`config.mk`:
```
export PLATFORM = sky130hd
export DESIGN_NAME = ldr_ctrl
export DESIGN_NICKNAME = d
export VERILOG_FILES = /design/src/inc/ldr_pkg.sv /design/src/core/ldr_filt.sv /design/src/core/ldr_ctrl.sv
export SDC_FILE = /design/constraint.sdc
export NUM_CORES = 1
export LEC_CHECK = 0
export BUFFER_PORTS_ARGS = -buffer_cell sky130_fd_sc_hd__buf_2
export CAP_MARGIN = 20
export CORE_AREA = 8 8 126 128
export CTS_CLUSTER_SIZE = 30
export DETAILED_ROUTE_END_ITERATION = 8
export DIE_AREA = 0 0 134 136
export PLACE_DENSITY = 0.88
export SLEW_MARGIN = 5
export SYNTH_ARGS = -nofsm -noshare
export SYNTH_HDL_FRONTEND = slang
export SYNTH_SLANG_ARGS = --single-unit
```
`constraint.sdc`:
```
create_clock -name mclk -period 5.9 [get_ports mclk]
set_clock_uncertainty 0.05 [all_clocks]
set_input_delay 0.59 -clock mclk [delete_from_list [all_inputs] [get_ports mclk]]
set_output_delay 0.59 -clock mclk [all_outputs]
set_load 0.005 [all_outputs]
```
`src/inc/ldr_pkg.sv`:
```
package ldr_pkg;

   // Clock rate and derived cycle counts.
   localparam int CLK_MHZ = 10;
   localparam int FILT_US = 150;
   localparam int FILT_CYC = FILT_US * CLK_MHZ;
   localparam int NARROW_US = 250;
   localparam int NARROW_CYC = NARROW_US * CLK_MHZ;
   localparam int SAMPLE_US = 78;
   localparam int SAMPLE_CYC = SAMPLE_US * CLK_MHZ;
   localparam int HOLD_US = 1000;
   localparam int HOLD_CYC = HOLD_US * CLK_MHZ;
   localparam int GND_MS = 100;
   localparam int GND_CYC = GND_MS * 1000 * CLK_MHZ;
   localparam int OVP_TIMEOUT_MS = 1000;
   localparam int OVP_CYC = OVP_TIMEOUT_MS * 1000 * CLK_MHZ;

   // Counter widths.
   localparam int FILT_W = 12;
   localparam int PRE_W = 10;
   localparam int HOLD_W = 14;
   localparam int CYC_W = 24;
   localparam int OVP_W = 24;

   // Reference codes, full scale 127 levels over 0 V to 1 V.
   localparam int CODE_W = 7;
   localparam logic [6:0] CODE_MAX = 7'h7f;
   localparam logic [6:0] CODE_START = 7'h32;
   localparam logic [6:0] CODE_GND = 7'h32;
   localparam logic [6:0] CODE_LOST = 7'h2a;
   localparam logic [6:0] DIM_OFS = 7'h23;
   localparam logic [6:0] DIM_MAX = 7'h3f;
   localparam logic [6:0] BAL_STEP = 7'h04;
   localparam logic [6:0] HOLD_STEP = 7'h08;

   // Asymmetry threshold in percent of the longer half-cycle.
   localparam logic [7:0] BAL_PCT = 8'h14;
   localparam logic [7:0] PCT_FULL = 8'h64;

   typedef enum logic [1:0] {
      LDR_START = 2'b00,
      LDR_DIM = 2'b01,
      LDR_LOST = 2'b10,
      LDR_GND = 2'b11
   } ldr_mode_t;

endpackage

```
`src/core/ldr_filt.sv`:
```
`timescale 1ns/1ns
`default_nettype none

module ldr_filt
   import ldr_pkg::*;
#(
   parameter int HOLD = FILT_CYC
) (
   // Clock and reset.
   input wire logic mclk,
   input wire logic srst,
   // Raw comparator pin and filtered level.
   input wire logic raw,
   output logic level
);

   if (HOLD < 1 || HOLD >= 2 ** FILT_W) begin : g_chk
      $error("ldr_filt: HOLD out of range");
   end

   localparam logic [FILT_W-1:0] LAST = FILT_W'(HOLD - 1);

   typedef struct packed {
      logic s1;
      logic s2;
      logic level;
      logic [FILT_W-1:0] cnt;
   } ldr_filt_t;

   ldr_filt_t r;
   ldr_filt_t next_r;

   ////////////////////////////////////////////////////////////////////////////
   // The level changes only after the synchronised pin differs for HOLD cycles.
   always_comb begin
      next_r = r;
      next_r.s1 = raw;
      next_r.s2 = r.s1;
      if (r.s2 == r.level) begin
         next_r.cnt = '0;
      end else if (r.cnt == LAST) begin
         next_r.level = r.s2;
         next_r.cnt = '0;
      end else begin
         next_r.cnt = r.cnt + 1'b1;
      end
   end

   always_ff @(posedge mclk) begin
      if (srst) begin
         r <= '0;
      end else begin
         r <= next_r;
      end
   end

   assign level = r.level;

endmodule

`default_nettype wire

```
`src/core/ldr_ctrl.sv`:
```
`timescale 1ns/1ns
`default_nettype none

// Summary of operation
// - When consecutive half-cycle lengths differ by more than 20%, the next half-cycle code is nudged once by 4 to equalise energy.
// - After the filtered angle-sense fall, the code is raised for a short hold interval.
// - A pulse too short to measure forces code 42 until a valid pulse returns or the input is grounded.
// - With the angle-sense input grounded, balancing and active hold are not performed.
// - With the angle-sense input grounded, the code is a static 50.
// - An active thermal-shutdown flag holds the gate enable low.
// - When the thermal flag clears, switching resumes unless an overvoltage trip or latch still holds the gate enable low.
// - A supply overvoltage trip disables the gate enable.
// - After an overvoltage trip the gate stays off until 1 s has passed and then the supply has fallen 0.5 V below the trip.
// - The reference is a 7-bit code of 127 levels, code/127 of 1 V.
// - An angle-sense change is recorded only after it persists for about 150 us.

module ldr_ctrl
   import ldr_pkg::*;
#(
   parameter int OVP_TIMEOUT = OVP_CYC,
   parameter int GND_TIME = GND_CYC,
   parameter int HOLD_TIME = HOLD_CYC
) (
   // Clock and reset.
   input wire logic mclk,
   input wire logic srst,
   // Asynchronous comparator and fault flags.
   input wire logic angle_sense_input,
   input wire logic thermal_shutdown,
   input wire logic supply_overvoltage_trip,
   input wire logic supply_ovp_release,
   // Converter stage controls.
   output logic [CODE_W-1:0] ref_code,
   output logic gate_en
);

   if (OVP_TIMEOUT < 1 || OVP_TIMEOUT >= 2 ** OVP_W) begin : g_chk_ovp
      $error("ldr_ctrl: OVP_TIMEOUT out of range");
   end
   if (GND_TIME <= NARROW_CYC || GND_TIME >= 2 ** CYC_W) begin : g_chk_gnd
      $error("ldr_ctrl: GND_TIME out of range");
   end
   if (HOLD_TIME < 1 || HOLD_TIME >= 2 ** HOLD_W) begin : g_chk_hold
      $error("ldr_ctrl: HOLD_TIME out of range");
   end

   localparam logic [OVP_W-1:0] OVP_LAST = OVP_W'(OVP_TIMEOUT - 1);
   localparam logic [CYC_W-1:0] GND_LAST = CYC_W'(GND_TIME - 1);
   localparam logic [CYC_W-1:0] NARROW_LIM = CYC_W'(NARROW_CYC);
   localparam logic [HOLD_W-1:0] HOLD_LOAD = HOLD_W'(HOLD_TIME);
   localparam logic [PRE_W-1:0] PRE_LAST = PRE_W'(SAMPLE_CYC - 1);
   localparam logic [CYC_W-1:0] CYC_SAT = '1;

   typedef struct packed {
      logic th_s1;
      logic th_s2;
      logic ov_s1;
      logic ov_s2;
      logic rl_s1;
      logic rl_s2;
      logic asn_d;
      ldr_mode_t mode;
      logic [PRE_W-1:0] pre;
      logic [7:0] len;
      logic [CYC_W-1:0] cyc;
      logic [7:0] prev_len;
      logic have_prev;
      logic [CODE_W-1:0] level;
      logic [HOLD_W-1:0] hold_cnt;
      logic ovp_lat;
      logic ovp_done;
      logic [OVP_W-1:0] ovp_cnt;
      logic [CODE_W-1:0] ref_code;
      logic gate_en;
   } ldr_state_t;

   localparam ldr_state_t RST_VAL = '{
      th_s1: 1'b0, th_s2: 1'b0, ov_s1: 1'b0, ov_s2: 1'b0, rl_s1: 1'b0, rl_s2: 1'b0,
      asn_d: 1'b0, mode: LDR_START, pre: '0, len: '0, cyc: '0, prev_len: '0,
      have_prev: 1'b0, level: CODE_START, hold_cnt: '0, ovp_lat: 1'b0,
      ovp_done: 1'b0, ovp_cnt: '0, ref_code: CODE_START, gate_en: 1'b0
   };

   ldr_state_t r;
   ldr_state_t next_r;
   logic asn_f;

   ////////////////////////////////////////////////////////////////////////////
   // Synchronised and filtered angle-sense level.
   ldr_filt #(
      .HOLD(FILT_CYC)
   ) u_filt (
      .mclk(mclk),
      .srst(srst),
      .raw(angle_sense_input),
      .level(asn_f)
   );

   ////////////////////////////////////////////////////////////////////////////
   // Saturating add and subtract on the 7-bit code range.
   function automatic logic [CODE_W-1:0] code_add(input logic [CODE_W-1:0] a, input logic [CODE_W-1:0] b);
      logic [CODE_W:0] s;
      s = {1'b0, a} + {1'b0, b};
      code_add = s[CODE_W] ? CODE_MAX : s[CODE_W-1:0];
   endfunction

   function automatic logic [CODE_W-1:0] code_sub(input logic [CODE_W-1:0] a, input logic [CODE_W-1:0] b);
      code_sub = (a > b) ? a - b : '0;
   endfunction

   // Dimming level: half the measured length plus offset, clamped.
   function automatic logic [CODE_W-1:0] dim_code(input logic [7:0] len);
      logic [CODE_W:0] s;
      s = {1'b0, DIM_OFS} + {1'b0, len[7:1]};
      dim_code = (s > {1'b0, DIM_MAX}) ? DIM_MAX : s[CODE_W-1:0];
   endfunction

   // The coming half-cycle has the polarity of the previous one.
   function automatic logic [CODE_W-1:0] balance(input logic [CODE_W-1:0] base, input logic [7:0] prv,
                                                 input logic [7:0] cur);
      logic [7:0] diff;
      logic [7:0] big;
      logic [15:0] lhs;
      logic [15:0] rhs;
      diff = (prv > cur) ? prv - cur : cur - prv;
      big = (prv > cur) ? prv : cur;
      lhs = diff * PCT_FULL;
      rhs = big * BAL_PCT;
      if (lhs <= rhs) begin
         balance = base;
      end else if (prv < cur) begin
         balance = code_add(base, BAL_STEP);
      end else begin
         balance = code_sub(base, BAL_STEP);
      end
   endfunction

   ////////////////////////////////////////////////////////////////////////////
   // Next-state logic.
   always_comb begin
      logic rise;
      logic fall;
      rise = 1'b0;
      fall = 1'b0;
      next_r = r;
      next_r.th_s1 = thermal_shutdown;
      next_r.th_s2 = r.th_s1;
      next_r.ov_s1 = supply_overvoltage_trip;
      next_r.ov_s2 = r.ov_s1;
      next_r.rl_s1 = supply_ovp_release;
      next_r.rl_s2 = r.rl_s1;
      next_r.asn_d = asn_f;
      rise = asn_f & ~r.asn_d;
      fall = ~asn_f & r.asn_d;

      // Pulse length in line samples and raw cycles of the present level.
      if (rise || fall) begin
         next_r.cyc = '0;
         next_r.pre = '0;
      end else if (r.cyc != CYC_SAT) begin
         next_r.cyc = r.cyc + 1'b1;
      end
      if (rise) begin
         next_r.len = '0;
      end else if (asn_f && !rise) begin
         if (r.pre == PRE_LAST) begin
            next_r.pre = '0;
            if (r.len != 8'hff) begin
               next_r.len = r.len + 1'b1;
            end
         end else begin
            next_r.pre = r.pre + 1'b1;
         end
      end

      if (r.hold_cnt != '0) begin
         next_r.hold_cnt = r.hold_cnt - 1'b1;
      end

      // Mode decisions happen at the end of each pulse or after a long low, independent of faults.
      if (fall) begin
         if (r.cyc < NARROW_LIM) begin
            next_r.mode = LDR_LOST;
            next_r.level = CODE_LOST;
            next_r.have_prev = 1'b0;
            next_r.hold_cnt = '0;
         end else begin
            next_r.mode = LDR_DIM;
            next_r.level = r.have_prev ? balance(dim_code(r.len), r.prev_len, r.len) : dim_code(r.len);
            next_r.prev_len = r.len;
            next_r.have_prev = 1'b1;
            next_r.hold_cnt = HOLD_LOAD;
         end
      end else if (!asn_f && r.cyc >= GND_LAST && r.mode != LDR_GND) begin
         next_r.mode = LDR_GND;
         next_r.level = CODE_GND;
         next_r.have_prev = 1'b0;
         next_r.hold_cnt = '0;
      end

      case (r.mode)
         LDR_START: next_r.ref_code = CODE_START;
         LDR_LOST: next_r.ref_code = CODE_LOST;
         LDR_GND: next_r.ref_code = CODE_GND;
         LDR_DIM: next_r.ref_code = (r.hold_cnt != '0) ? code_add(r.level, HOLD_STEP) : r.level;
         default: next_r.ref_code = CODE_START;
      endcase

      // Overvoltage latch: timeout first, then the release comparator.
      if (r.ov_s2) begin
         next_r.ovp_lat = 1'b1;
         next_r.ovp_done = 1'b0;
         next_r.ovp_cnt = '0;
      end else if (r.ovp_lat) begin
         if (!r.ovp_done) begin
            if (r.ovp_cnt == OVP_LAST) begin
               next_r.ovp_done = 1'b1;
            end else begin
               next_r.ovp_cnt = r.ovp_cnt + 1'b1;
            end
         end else if (r.rl_s2) begin
            next_r.ovp_lat = 1'b0;
            next_r.ovp_done = 1'b0;
            next_r.ovp_cnt = '0;
         end
      end

      // Faults gate the drive only; reference state keeps running.
      next_r.gate_en = !r.th_s2 && !r.ov_s2 && !r.ovp_lat;
   end

   always_ff @(posedge mclk) begin
      if (srst) begin
         r <= RST_VAL;
      end else begin
         r <= next_r;
      end
   end

   assign ref_code = r.ref_code;
   assign gate_en = r.gate_en;

endmodule

`default_nettype wire

```
======== Word-level counts from Yosys, hierarchy flattened ========
Cells that the tools add are included.
word-level totals
  bits of input ports ..................... 6
  output and inout bits ................... 8
  bits in registers ....................... 130
cells by class
  $add $sub $neg .......................... 12
  reduce and logical (&&, ||, !) cells .... 24
  multipliers ............................. 2
  $lt $le $gt $ge ......................... 7
  eq/ne operators ......................... 12
  muxes and demuxes ....................... 31
  bitwise operators ....................... 6
operators by type and width
  operator                                                                         count
  26-bit 2-to-1 mux                                                                3
  22-bit 2-to-1 mux                                                                3
  7-bit 2-to-1 mux                                                                 8
  24-bit by 1-bit adder with 24-bit output (second input constant)                 2
  8-bit 2-to-1 mux                                                                 4
  10-bit 2-to-1 mux                                                                3
  25-bit 2-to-1 mux                                                                1
  24-bit equality test (second input constant)                                     1
  24-bit by 20-bit >= comparator with 1-bit output (second input constant)         1
  24-bit by 12-bit less-than comparator with 1-bit output (second input constant)  1
  24-bit 2-to-1 mux                                                                1
  24-bit != test (second input constant)                                           1
  7-bit case mux with 3 select lines                                               1
  18-bit 2-to-1 mux                                                                1
  8-bit subtractor                                                                 2
  15-bit by 13-bit <= comparator with 1-bit output                                 1
  14-bit 2-to-1 mux                                                                1
  14-bit nonzero test                                                              1
  14-bit by 1-bit subtractor with 14-bit output (second input constant)            1
  8-bit by 5-bit multiplier with 13-bit output (second input constant)             1
  12-bit by 1-bit adder with 12-bit output (second input constant)                 1
  12-bit by 11-bit equality test with 1-bit output (second input constant)         1
  8-bit by 3-bit multiplier with 11-bit output (second input constant)             1
  10-bit by 1-bit adder with 10-bit output (second input constant)                 1
  other kinds (30)                                                                 52

======== Longest topological paths before layout ========
  word-level depth ........................ 10
  depth in mapped cells ................... 29
  depth with buffers taken out ............ 29

======== By module ========
A second synthesis with hierarchy kept.
unflattened totals
  cell total of the unflattened synthesis .. 985
  area, all modules ....................... 8181.6 um2
by module, submodules not included
  module    area an instance (um2)  sequential area each (um2)  instances  cells each
  ldr_ctrl  7511.0                  2302.2                      1          917
  ldr_filt  670.6                   300.3                       1          68

======== Worst setup path after synthesis ========
No wires, ideal clock.
  path type ............................... flip-flop to flip-flop
  from .................................... reg r[56] in the netlist's numbering
  to ...................................... reg r[51] in the netlist's numbering
  stages on the path, launching flop included .. 30
  arrival time ............................ 5.562 ns
  path slack .............................. 0.197 ns
  clock period less this slack ............ 5.703 ns
  data required time ...................... 5.759 ns
  library setup time ...................... 0.091 ns
  cell sequence ........................... dfxtp_1 -> inv_1 -> ha_1 -> inv_1 -> fa_1 -> nand3_1 -> a21o_1 -> a21oi_1 -> clkbuf_1 -> mux2i_1 -> xnor2_1 -> ha_1 -> ha_1 -> inv_1 -> fa_1 -> inv_1 -> ha_1 -> nor2b_1 -> o21a_1 -> nor2_1 -> xnor2_1 -> ha_1 -> nand4_1 -> nor2_1 -> nand4_1 -> a211oi_1 -> a21oi_1 -> o21ai_0 -> nand2_1 -> a311oi_1
on the way
  cells in the longest elaborated chain, start to end .. 8
  elaborated cells between the ends (all ways) .. 14
  those cells by class .................... add/sub (2); mul (2); order compare (3); mux (7)
RTL lines
  what                                                                                                          RTL line                          RTL
  start: declaration                                                                                            ldr_ctrl.sv:84                    ldr_state_t r;
  start signal: assignment                                                                                      ldr_ctrl.sv:236                   r <= next_r;
  8-bit subtractor or 8-bit greater-than comparator (tied branches)                                             ldr_ctrl.sv:125, ldr_ctrl.sv:126
  8-bit 2-to-1 mux (on tied branches)                                                                           ldr_ctrl.sv:125, ldr_ctrl.sv:126
  8-bit by 5-bit multiplier with 13-bit output or 8-bit by 3-bit multiplier with 11-bit output (tied branches)  ldr_ctrl.sv:127, ldr_ctrl.sv:128
  15-bit by 13-bit <= comparator with 1-bit output                                                              ldr_ctrl.sv:129                   if (lhs <= rhs) begin
  7-bit 2-to-1 mux (*)                                                                                          ldr_ctrl.sv:129
  7-bit 2-to-1 mux (*)                                                                                          ldr_ctrl.sv:189                   next_r.level = r.have_prev ? balance(dim_code(r.len), r.prev_len, r.len) : dim_code(r.len);
  22-bit 2-to-1 mux (*)                                                                                         ldr_ctrl.sv:182                   if (r.cyc < NARROW_LIM) begin
  22-bit 2-to-1 mux (*)                                                                                         ldr_ctrl.sv:181                   if (fall) begin
Mark *: on every way between the ends. The rest lies on a longest branch, timed or not.
A chain may end at the register's enable or synchronous reset.

======== Worst setup path after layout ========
  from .................................... reg r[58] in the netlist's numbering
  to ...................................... reg r[52] in the netlist's numbering
The elaborated chain is that of the path after synthesis.

==> summary.md <==
| Metric | Value |
|---|---|
| Status | complete, no violations |
| Final #Nets | between 1000 and 1500 |
| Register bit total from synthesis | 130 |
| Antenna violations before repair | 0 |
| Initial Util | 0.5646 |
| FFs w/ async S/R, synth | 0 |
| Final-report hold violation count | 0 |
| Min cycle time layout | 5.732 ns |
| Max FO, Critical Path | 7 |
| Layout cell share with drive strength beyond 1 | 0.1167 |
| Final Power | between 2 and 2.5 mW |
| Syn_area_per_cell | approximately 8 sq um |
| Clock Pin Slew Worst Setup and Hold Paths | about 0.060 ns |
| TritonCTS clock tree | done |
| P_leak | between 3 and 4 nW |
| Area Growth Syn to Fin | 12.99% |
| Final period utilization | 0.9716 |
| Max Cap Viol | 0 |
| CTS H-tree depth | 4 |
| Finish-stage setup viols | 0 |
| Worst setup margin | 0.1678 ns |
| DRC violations left | 0 |
| Place WS | -0.02442 ns |
| Ys Warns | 0 |
| Die Ht | around 140 um |
| Rows | 44 |
| Hold Path Depth | 2 |
| Worst setup SP type | register |
| Iteration-0 DRC Markers | around 560 |
| Worst-margin pin slew | 0.9315 ns |
| Fin. max-slew vios | 0 |
| Critical Path AT | about 6 ns |
| CTS Buffer Depth | 2 |
| Final WL | 19120 um |
| Final core utilization | 0.6380 |
| Reg-to-reg setup timing slack | 0.17 ns |
| Die area | between 15000 and 20000 sq um |
| Top post-synthesis cells by area | dfxtp_1, ha_1, nor2_1 |
| Post-route ant nets | 0 |
| Most common cell after layout, fill and taps aside | nor2_1 |
| Post-DP HPWL | roughly 12000 um |
| Synth cell types | 64 |
| Via Count | roughly 6900 |
| Sequential share of the synthesized area | 0.3283 |
| Hold Crit Class | input port to register |
| CTS root buf | clkbuf_16 |
| Largest net degree at the start of global routing | between 50 and 60 |
| PortBufs | 13 |
| Synth Net Count | between 1000 and 1500 |
| EDFF count, synth | 0 |
| Via/cell ratio | about 5.8 |
| Cell Pwr Density | between 200 and 300 nW/um^2 |
| Hold buffers post-CTS | 0 |
| Top FF cell, synth | dfxtp_1 |
| Mapped Area | between 7000 and 8000 sq um |
| RR Startpoint | r[58]$_SDFFE_PP0P_ |
| Critical Path RT | ~6 ns |
| Cell with the most instances on the worst path | ha_1 |
| Max Freq | around 170 MHz |
| Core ar. | ~14000 sq um |
| Clk_lat worst skew | around 0.42 ns |
| All-Layer GR Usage | 0.2009 |
| Final RePlAce weighted congestion | roughly 0.94 |
| Critical path's slowest cell | fa_1 |
| Post-placement cell count | approximately 1100 |
| Crit end category | register |
| Die W | 134 um |
| R2R depth | 26 |
| Hold path start | supply_ovp_release |
| Cts bufs inserted | 17 |
| Worst hold endpoint | next_r[109]$_SDFF_PP0_ |
| Antenna diode count | 0 |
| CP max stage delay | between 0.5 and 0.6 ns |
| Top delay family on crit path | adder cells |
| Clock Sinks | 130 |
| Grt ovf | 0 |
| CP Class | register to register |
| I/O Pins | 14 |
| Pre-Repair DR Iteration Count | 6 |
| Critical R2R Capture | r[52]$_SDFFE_PP1P_ |
| Post-synthesis instance total | 965 |
| DR WL/cell | 16.10 um |
| Worst path buffer plus inverter count | 4 |
| Number of global-route vias before repair | 6632 |
| Yosys top cell area share | 0.3283 |
| Filler-free cell count of the finished design | 1187 |
| Rel. slew slack | 0.3733 |
| Peak VDD IR | ~0.21 mV |
| Most frequent cells in the layout | nor2_1, dfxtp_1, nand2_1, ha_1, inv_1 |
| First-pass GRT wire length | around 30000 um |
| Cell taking the most area after synthesis | dfxtp_1 |
[timing repair]
| item | CTS | global route |
|---|---|---|
| resized for setup | 3 | 33 |
| endpoints found under the setup margin | 3 | 5 |
| pin swaps | 0 | 13 |
| buffers inserted | 0 | 9 |
| hold endpoints to repair | 0 | 0 |
[state kept, by name (all words and copies together), names as in the netlist]
signal,count
u_filt.level,1
r,104
ref_code,7
u_filt.next_r,1
next_r,3
u_filt.r,13
gate_en,1
[where the power goes]
group / internal [mW] / total (mW) / leakage (nW) / switching [mW]
Sequential: 0.916 / 0.956 / 1.06 / 0.0399
Clock: 0.604 / 1.04 / 0.282 / 0.437
Combinational: 0.108 / 0.252 / 2.31 / 0.145
Total: 1.63 / 2.25 / 3.64 / 0.622
[cell families after synthesis]
group / count (synthesis) / share of synthesized area
XOR/XNOR: 85 / 0.09392
multiplexers: 12 / 0.01579
AND/OR/NAND/NOR: 392 / 0.2391
adder cells (fa/ha/maj): 89 / 0.1462
AO/OA/AOI/OAI: 160 / 0.1239
buffers and inverters: 97 / 0.05272
flip-flops: 130 / 0.3283
[final cells by class]
class                      instances  area (sq um)
clock buffer                      18         439.2
sequential                       130          2609
inverter                          64         240.2
fill                            1036          5082
tap                              184         230.2
multi-input combinational        738          5032
clock inverter                    14         142.6
timing repair buffer              39         262.8
[routing by layer]
layer	routed length [um]	vias to the layer above	GRT usage
li1	-	3384	-
met1	7982	3242	0.2281
met2	9525	246	0.3510
met3	862	70	0.04213
met4	745	0	0.1029
met5	0	-	0
[stage by stage]
step	area, sq um	hold WS [ns]	TNS [ns]
finish	8956	0.3242	0
global route	8956	0.3380	-0.5026
CTS	8758	0.3201	0
detailed placement	8164	0.3797	-0.02442
global placement	8164	0.3676	0
floorplan	7926	0.3243	0
[synth_stat cells, types with 16 or more instances]
library cell,count
nor3_1,22
nand2_1,81
xor2_1,35
nor2b_1,16
ha_1,83
a21oi_1,59
inv_1,64
or3_1,16
nand3_1,40
nand4_1,20
xnor2_1,50
clkbuf_1,18
dfxtp_1,130
o21ai_0,46
nor2_1,132
[how the worst max path moves through the flow]
stage,startpoint,cells past startpoint,end,slack [ns]
finish,r[58]$_SDFFE_PP0P_,26,r[52]$_SDFFE_PP1P_,0.17
global route,r[56]$_SDFFE_PP0P_,30,r[51]$_SDFFE_PP0P_,-0.15
CTS,r[56]$_SDFFE_PP0P_,29,r[52]$_SDFFE_PP1P_,0.007
floorplan,r[56]$_SDFFE_PP0P_,29,r[51]$_SDFFE_PP0P_,0.20
detailed placement,r[95]$_SDFFE_PP0P_,26,r[52]$_SDFFE_PP1P_,-0.02
global placement,r[61]$_SDFFE_PP0P_,27,r[52]$_SDFFE_PP1P_,0.29
Power figures use the tool's default switching activity.
